### src/hdl/gpio_map.svh
// Register offsets, field positions and fixed defaults of the pin bank
`ifndef GPIO_MAP_SVH
`define GPIO_MAP_SVH
`define OFS_UPPER_CFG   12'h01C
`define OFS_WAKE        12'h020
`define OFS_IRQ_STATUS  12'h100
`define OFS_IRQ_CLEAR   12'h104
`define OFS_IRQ_ENABLE  12'h108
`define ADDR_W          12
`define FN_LSB          24
`define BUF_LSB         16
`define DIR_LSB         8
`define DATA_LSB        0
`define POL_LSB         16
`define WAKE_LSB        0
`define UPPER_LSB       4
`define FIXED_FN        8'hFF
`define FIXED_OTHER     8'h00
`define FIXED_FN_UPPER  4'hF
`endif

### src/hdl/gpio_pkg.sv
// Types shared by the pin bank modules
`include "gpio_map.svh"
package gpio_pkg;
  // One loaded image, one byte per field, pin n on bit n
  typedef struct packed {
    logic [7:0] fn;
    logic [7:0] buffer;
    logic [7:0] dir;
    logic [7:0] data;
    logic [7:0] wake_en;
    logic [7:0] pol;
  } image_s;

  // Live configuration, upper pins on bits 3:0 of fn, buffer, dir and data; wake_en and pol keep pin n on bit n
  typedef struct packed {
    logic [3:0] fn;
    logic [3:0] buffer;
    logic [3:0] dir;
    logic [3:0] data;
    logic [7:0] wake_en;
    logic [7:0] pol;
  } config_s;

  // Latched address phase
  typedef struct packed {
    logic [`ADDR_W-1:0] addr;
    logic               write;
  } bus_cmd_s;

  typedef enum logic [2:0] {
    ST_IDLE = 3'h1,
    ST_WAIT = 3'h2,
    ST_DONE = 3'h4
  } bus_state_e;

  // Image to live fields: upper nibble for pins 4..7, wake_en and pol copied whole
  function automatic config_s to_config(input image_s img);
    config_s c;
    c.fn      = img.fn[`UPPER_LSB +: 4];
    c.buffer  = img.buffer[`UPPER_LSB +: 4];
    c.dir     = img.dir[`UPPER_LSB +: 4];
    c.data    = img.data[`UPPER_LSB +: 4];
    c.wake_en = img.wake_en;
    c.pol     = img.pol;
    return c;
  endfunction : to_config
endpackage : gpio_pkg

### src/hdl/ahb_reg_port.sv
// AHB-Lite slave front end with one wait state
`timescale 1ns/1ps
`include "gpio_map.svh"
module ahb_reg_port (
  input  wire logic                hclk,
  input  wire logic                hresetn,
  input  wire logic                hsel,
  input  wire logic [31:0]         haddr,
  input  wire logic [1:0]          htrans,
  input  wire logic                hwrite,
  input  wire logic                hready,
  output logic                     hreadyout,
  output logic                     hresp,
  output gpio_pkg::bus_cmd_s       cmd,
  output logic                     wr_en,
  output logic                     rd_en
);
  gpio_pkg::bus_state_e state;
  gpio_pkg::bus_state_e next_state;
  wire taken = hsel & htrans[1] & hready;

  // Sequencer: address taken, one wait cycle, then done
  always_comb begin
    case (state)
      gpio_pkg::ST_IDLE: next_state = taken ? gpio_pkg::ST_WAIT : gpio_pkg::ST_IDLE;
      gpio_pkg::ST_WAIT: next_state = gpio_pkg::ST_DONE;
      gpio_pkg::ST_DONE: next_state = taken ? gpio_pkg::ST_WAIT : gpio_pkg::ST_IDLE;
      default:           next_state = gpio_pkg::ST_IDLE;
    endcase
  end

  // Strobes in the wait cycle, when hwdata stands
  assign wr_en = (state == gpio_pkg::ST_WAIT) & cmd.write;
  assign rd_en = (state == gpio_pkg::ST_WAIT) & ~cmd.write;

  // State, latched command and registered ready
  always_ff @(posedge hclk or negedge hresetn) begin
    if (!hresetn) begin
      state     <= gpio_pkg::ST_IDLE;
      cmd       <= '0;
      hreadyout <= 1'b1;
      hresp     <= 1'b0;
    end else begin
      state     <= next_state;
      hreadyout <= (next_state != gpio_pkg::ST_WAIT);
      hresp     <= 1'b0; // Always OKAY
      if (taken) begin
        cmd <= '{addr: haddr[`ADDR_W-1:0], write: hwrite};
      end
    end
  end
endmodule : ahb_reg_port

### src/hdl/gpio_upper_config_and_wake.sv
// Upper pin configuration, wake mask and polarity with AHB-Lite access
`timescale 1ns/1ps
`include "gpio_map.svh"
module gpio_upper_config_and_wake (
  input  wire logic             hclk,
  input  wire logic             hresetn,
  input  wire logic             hsel,
  input  wire logic [31:0]      haddr,
  input  wire logic [1:0]       htrans,
  input  wire logic             hwrite,
  input  wire logic [2:0]       hsize,
  input  wire logic [31:0]      hwdata,
  input  wire logic             hready,
  output logic                  hreadyout,
  output logic                  hresp,
  output logic [31:0]           hrdata,
  input  wire logic [7:0]       pin_in,
  output logic [3:0]            pin_out,
  output logic [3:0]            pin_oe,
  input  wire logic [3:0]       alt_out,
  input  wire logic [3:0]       alt_oe,
  input  wire logic [3:0]       lower_fn,
  input  wire logic [3:0]       lower_dir,
  input  wire logic             image_load,
  input  wire logic             eeprom_present,
  input  wire logic             otp_programmed,
  input  wire gpio_pkg::image_s eeprom_image,
  input  wire gpio_pkg::image_s otp_image,
  input  wire logic             usb_reset,
  input  wire logic             lite_reset,
  input  wire logic             rst_protect,
  output logic                  wake_out,
  output logic                  irq
);
  gpio_pkg::config_s  cfg;
  gpio_pkg::config_s  next_cfg;
  gpio_pkg::image_s   shadow;
  gpio_pkg::image_s   fixed_image;
  gpio_pkg::image_s   picked_image;
  gpio_pkg::bus_cmd_s cmd;
  logic               wr_en;
  logic               rd_en;
  logic [7:0]         irq_status;
  logic [7:0]         irq_enable;
  logic [7:0]         event_pulse;
  logic [7:0]         next_status;
  logic [7:0]         eligible;
  logic               wake;
  logic [31:0]        cfg_word;
  logic [31:0]        wake_word;
  logic [31:0]        read_word;
  logic [3:0]         next_out;
  logic [3:0]         next_oe;

  // Bus front end; hsize is always a word here
  ahb_reg_port u_port (
    .hclk      (hclk),
    .hresetn   (hresetn),
    .hsel      (hsel),
    .haddr     (haddr),
    .htrans    (htrans),
    .hwrite    (hwrite),
    .hready    (hready),
    .hreadyout (hreadyout),
    .hresp     (hresp),
    .cmd       (cmd),
    .wr_en     (wr_en),
    .rd_en     (rd_en)
  );

  // Match of the latched address against one register offset
  function automatic logic addr_is(input logic [`ADDR_W-1:0] a,
                                   input logic [`ADDR_W-1:0] ofs);
    return a == ofs;
  endfunction : addr_is

  // Address decode
  wire wr_cfg  = wr_en & addr_is(cmd.addr, `OFS_UPPER_CFG);
  wire wr_wake = wr_en & addr_is(cmd.addr, `OFS_WAKE);
  wire wr_clr  = wr_en & addr_is(cmd.addr, `OFS_IRQ_CLEAR);
  wire wr_ien  = wr_en & addr_is(cmd.addr, `OFS_IRQ_ENABLE);
  wire reload  = (usb_reset | lite_reset) & ~rst_protect;

  // Image source: EEPROM, else OTP, else fixed values
  assign fixed_image = '{fn: `FIXED_FN, buffer: `FIXED_OTHER, dir: `FIXED_OTHER,
                         data: `FIXED_OTHER, wake_en: `FIXED_OTHER, pol: `FIXED_OTHER};
  assign picked_image = eeprom_present ? eeprom_image :
                        otp_programmed ? otp_image : fixed_image;

  // Next configuration: image load, then reset reload, then software
  always_comb begin
    next_cfg = cfg;
    if (image_load) begin
      next_cfg = gpio_pkg::to_config(picked_image);
    end else if (reload) begin
      next_cfg = gpio_pkg::to_config(shadow);
    end else if (wr_cfg) begin
      next_cfg.fn     = hwdata[`FN_LSB +: 4];
      next_cfg.buffer = hwdata[`BUF_LSB +: 4];
      next_cfg.dir    = hwdata[`DIR_LSB +: 4];
      next_cfg.data   = hwdata[`DATA_LSB +: 4];
    end else if (wr_wake) begin
      next_cfg.wake_en = hwdata[`WAKE_LSB +: 8];
      next_cfg.pol     = hwdata[`POL_LSB +: 8];
    end
  end

  // Read words; reserved bits stay zero
  assign cfg_word  = ({28'h0000000, cfg.fn} << `FN_LSB)
                   | ({28'h0000000, cfg.buffer} << `BUF_LSB)
                   | ({28'h0000000, cfg.dir} << `DIR_LSB)
                   | ({28'h0000000, pin_in[`UPPER_LSB +: 4]} << `DATA_LSB);
  assign wake_word = ({24'h000000, cfg.pol} << `POL_LSB)
                   | ({24'h000000, cfg.wake_en} << `WAKE_LSB);
  assign read_word = addr_is(cmd.addr, `OFS_UPPER_CFG)  ? cfg_word :
                     addr_is(cmd.addr, `OFS_WAKE)       ? wake_word :
                     addr_is(cmd.addr, `OFS_IRQ_STATUS) ? {24'h000000, irq_status} :
                     addr_is(cmd.addr, `OFS_IRQ_ENABLE) ? {24'h000000, irq_enable} :
                     32'h00000000;

  // Pad drive: alternate function or plain pin with buffer type
  assign next_oe  = (cfg.fn & alt_oe) |
                    (~cfg.fn & cfg.dir & (cfg.buffer | ~cfg.data));
  assign next_out = (cfg.fn & alt_out) | (~cfg.fn & cfg.data & cfg.buffer);

  // Plain inputs only, lower pins from their own configuration
  assign eligible = ~{cfg.fn, lower_fn} & ~{cfg.dir, lower_dir};

  wake_detect #(
    .N (8)
  ) u_wake (
    .hclk        (hclk),
    .hresetn     (hresetn),
    .level       (pin_in),
    .eligible    (eligible),
    .pol         (cfg.pol),
    .wake_en     (cfg.wake_en),
    .event_pulse (event_pulse),
    .wake        (wake)
  );

  // Sticky status; a new event wins over a clear
  assign next_status = (irq_status & ~(wr_clr ? hwdata[7:0] : 8'h00)) | event_pulse;

  // Configuration and shadow image
  always_ff @(posedge hclk or negedge hresetn) begin
    if (!hresetn) begin
      cfg    <= '{fn: `FIXED_FN_UPPER, buffer: '0, dir: '0, data: '0,
                  wake_en: `FIXED_OTHER, pol: `FIXED_OTHER};
      shadow <= '{fn: `FIXED_FN, buffer: `FIXED_OTHER, dir: `FIXED_OTHER,
                  data: `FIXED_OTHER, wake_en: `FIXED_OTHER, pol: `FIXED_OTHER};
    end else begin
      cfg <= next_cfg;
      if (image_load) begin
        shadow <= picked_image;
      end
    end
  end

  // Registered outputs, status and enable
  always_ff @(posedge hclk or negedge hresetn) begin
    if (!hresetn) begin
      hrdata     <= 32'h00000000;
      pin_out    <= 4'h0;
      pin_oe     <= 4'h0;
      wake_out   <= 1'b0;
      irq        <= 1'b0;
      irq_status <= 8'h00;
      irq_enable <= 8'h00;
    end else begin
      if (rd_en) begin
        hrdata <= read_word;
      end
      pin_out    <= next_out;
      pin_oe     <= next_oe;
      wake_out   <= wake;
      irq_status <= next_status;
      irq        <= |(irq_status & irq_enable);
      if (wr_ien) begin
        irq_enable <= hwdata[7:0];
      end
    end
  end
endmodule : gpio_upper_config_and_wake

### src/hdl/wake_detect.sv
// Per-pin wake and event detection
`timescale 1ns/1ps
module wake_detect #(
  parameter int N = 8
) (
  input  wire logic         hclk,
  input  wire logic         hresetn,
  input  wire logic [N-1:0] level,
  input  wire logic [N-1:0] eligible,
  input  wire logic [N-1:0] pol,
  input  wire logic [N-1:0] wake_en,
  output logic [N-1:0]      event_pulse,
  output logic              wake
);
  logic [N-1:0] active;
  logic [N-1:0] active_q;

  // Active level per pin, only on plain input pins
  for (genvar i = 0; i < N; i++) begin : g_pin
    assign active[i]      = eligible[i] & (level[i] == pol[i]);
    assign event_pulse[i] = active[i] & ~active_q[i];
  end

  // Previous active state and masked wake request
  always_ff @(posedge hclk or negedge hresetn) begin
    if (!hresetn) begin
      active_q <= '0;
      wake     <= 1'b0;
    end else begin
      active_q <= active;
      wake     <= |(active & wake_en);
    end
  end
endmodule : wake_detect

### config.mk
export PLATFORM = sky130hd
export DESIGN_NAME = gpio_upper_config_and_wake
export DESIGN_NICKNAME = d
export VERILOG_FILES = /design/src/hdl/gpio_pkg.sv /design/src/hdl/ahb_reg_port.sv /design/src/hdl/gpio_upper_config_and_wake.sv /design/src/hdl/wake_detect.sv
export VERILOG_INCLUDE_DIRS = /design/src /design/src/hdl
export SDC_FILE = /design/constraint.sdc
export NUM_CORES = 1
export LEC_CHECK = 0
export BUFFER_PORTS_ARGS = -buffer_cell sky130_fd_sc_hd__buf_2
export CORE_UTILIZATION = 40
export DETAILED_ROUTE_END_ITERATION = 10
export GPL_ROUTABILITY_DRIVEN = 0
export PLACE_DENSITY = 0.64
export SYNTH_ARGS = -nofsm -noshare
export SYNTH_HDL_FRONTEND = slang
export SYNTH_SLANG_ARGS = --single-unit
### constraint.sdc
create_clock -name hclk -period 2.7 [get_ports hclk]
set_input_delay 0.54 -clock hclk [delete_from_list [all_inputs] [get_ports hclk]]
set_output_delay 0.54 -clock hclk [all_outputs]
set_load 0.005 [all_outputs]
==> run metrics <==
final setup vio count 0; Layout Skew 0.007177 ns; status finished, final reports clean; area grow syn2layout 25.85%; All-Layer GR Usage 0.2225; r2r endpoint cfg[23]; DRC 0; initial antenna violation count 1; Non-Filler Instances around 1000; FF-to-FF setup slack ~0.32 ns; CTS tree built; # diodes 0; ranking of synthesized cells by area dfrtp_1 48%, mux2_2 5.5%, mux2i_1 4.7%; fraction of registers with async set/reset 1.000; Die Ht 132.1 um; Worst VDD drop 0.4788 mV; final hold slack around 0.11 ns; Worst slew margin 0.5164; Setup crit end cfg[23]; share of the synthesized area in the top cell type 0.4804; grt ovf 0; worst-path maximum fanout 16; Initial Util 0.4083; worst skew pair latency about 0.42 ns; crit end category flop; IO Count about 240; mapped cell area slightly below 7000 um^2; vias in the first global route 5285; Sink Count 140; WL per Instance between 15 and 20 um; Mapped Cells between 600 and 700; max-cap viol count 0; WS Path Type reg -> reg; Leakage Power around 4 nW; met3 routed WL ~1.2 mm; Port-buffer cells 170; pin count of the biggest net entering global routing between 100 and 150; Met1 Wirelength around 8.6 mm; CTS-repair resized insts 0; post-synth top area cell dfrtp_1; fin nets between 900 and 1000; Post-synth EDFFs 0; post-DR vias/cell approximately 5.4; Worst Setup SP u_port.cmd[8]; die area 17450 um^2; setup TNS 0 ns; WP data required about 3 ns; Synth cell types 53; worst-case clock buffer depth 2; Worst-path clk slew about 0.060 ns; Setup Fix Bufs, Post-CTS 0; via count between 5000 and 6000; final instance area around 8500 um^2; Top Metal Used met5; final-report hold violation count 0; FF+latch count, synth 140; final slew viol count 0; area post-placement a little under 8000 um^2; WP data arrival 2.69 ns; first-pass GRT wire length around 29 mm; final worst-path cycle share 0.8823; post-route ant nets 0; initial drt markers around 530; min Tclk post-route ~2.4 ns; Die X roughly 130 um; nature of the critical path startpoint flop; HP Class in -> async; fmax 419.8 MHz; Synth warnings 0; CTS buffer count 17; sequential area share after synthesis 0.5192; Placeable Area 16580 um^2; number of instances in the placed design 1000; DPL Wire Length 13.89 mm; First-pass DRT Iterations 8; most used flip-flop cell after synthesis dfrtp_1; fillcell total between 1500 and 2000; hold_buf cts 0; PwrDens 693.1 nW/um^2; # rows 47; drt total wl ~19 mm; Worst-Margin Slew 0.7199 ns; CTS H-tree lvls 4; most frequent cell after synthesis dfrtp_1; worst r2r src u_port.cmd[8]; Final Power approximately 0.006 W; Root Buffer Master clkbuf_16; WL met2 around 8.3 mm; Worst R2R Path Depth 5; Avg Inst Size Synth 10.75 um^2; RSZ-0062 raised after global routing false; share of cells above drive strength 1 0.3534; Synth top cells by count 130 x dfrtp_1, 77 x nand2_1, 36 x nor2_1
[sequential cells by signal (all words and copies together) (netlist names)]
name and count:
cfg 32, hrdata 24, irq 1, irq_enable 8, irq_status 8, pin_oe 4, pin_out 4, shadow 32
u_port.cmd 13, u_port.hreadyout 1, u_port.state 3, u_wake.active_q 8, u_wake.wake 1, wake_out 1
[power breakdown]
part | internal, W | switching [W]
Clock | 0.00160 | 0.000870
Combinational | 0.000430 | 0.000440
Sequential | 0.00235 | 0.000214
Total | 0.00438 | 0.00152
[worst max-delay path: stages, from the launching register on]
cell and delay, ns:
dfrtp_1 0.37, or4_4 0.58, or3_1 0.44, o31ai_4 0.32, buf_12 0.20, mux2_2 0.35
[area by class of cell]
class | count | area (um^2) | area share
Clock buffer | 22 | 464.2 | 0.05447
Clock inverter | 10 | 163.9 | 0.01923
Inverter | 19 | 71.32 | 0.008369
Multi-Input combinational cell | 433 | 2974 | 0.3490
Sequential cell | 140 | 3516 | 0.4126
Tap cell | 220 | 275.3 | 0.03230
Timing Repair Buffer | 188 | 1057 | 0.1241
[cell usage in the layout (no fill, tap or decap), types with 4 or more instances in the layout]
cell type / synthesis / layout
buf_2: 0 / 168
dfrtp_1: 130 / 130
nand2_1: 77 / 77
nor2_1: 36 / 36
mux2_2: 33 / 33
mux2i_1: 32 / 32
a21oi_1: 31 / 31
o21ai_0: 26 / 26
a22oi_1: 20 / 20
a31oi_1: 20 / 20
inv_1: 19 / 19
nand3_1: 18 / 18
clkbuf_16: 0 / 17
nor3_1: 16 / 16
a22o_1: 16 / 16
mux2_4: 16 / 16
buf_4: 9 / 14
a32oi_1: 12 / 12
dfstp_2: 10 / 10
conb_1: 1 / 9
xor2_1: 8 / 8
nand4_1: 6 / 6
a2bb2oi_1: 6 / 6
a32o_1: 5 / 5
buf_12: 2 / 5
or3_1: 4 / 4
bufinv_16: 0 / 4
[stage by stage]
step             util  setup slack [ns]
3_5_place_dp   0.4760            0.3205
4_1_cts        0.5139            0.3061
3_3_place_gp   0.4760            0.3457
2_1_floorplan       -            0.3253
6_report       0.5139            0.3178
5_1_grt        0.5139            0.2711
[worst min-delay path by stage]
stage | startpoint | endpoint | cells after the start
final | hresetn | u_port.cmd[12] | 1
after global routing | hresetn | hrdata[9] | 1
after CTS | hresetn | u_port.cmd[12] | 1
after detailed placement | u_wake.wake | wake_out | 0
after global placement | u_wake.wake | wake_out | 0
after floorplan | hresetn | cfg[0] | 0
[cells by family after synthesis]
family | count (synthesis) | share of synthesized area
flops | 140 | 0.5192
mux | 81 | 0.1377
buf+inv | 65 | 0.04693
simple gates | 180 | 0.1238
compound gates | 154 | 0.1602
other cells | 1 | 0.0005538
xor+xnor | 9 | 0.01164
[routing by layer]
| metal | GRT usage | vias up |
|---|---|---|
| met4 | 0.09819 | 2 |
| li1 | - | 2617 |
| met1 | 0.3190 | 2655 |
| met5 | 0 | - |
| met3 | 0.04614 | 38 |
| met2 | 0.3242 | 245 |
No activity file was read; power rests on OpenSTA's default activity.
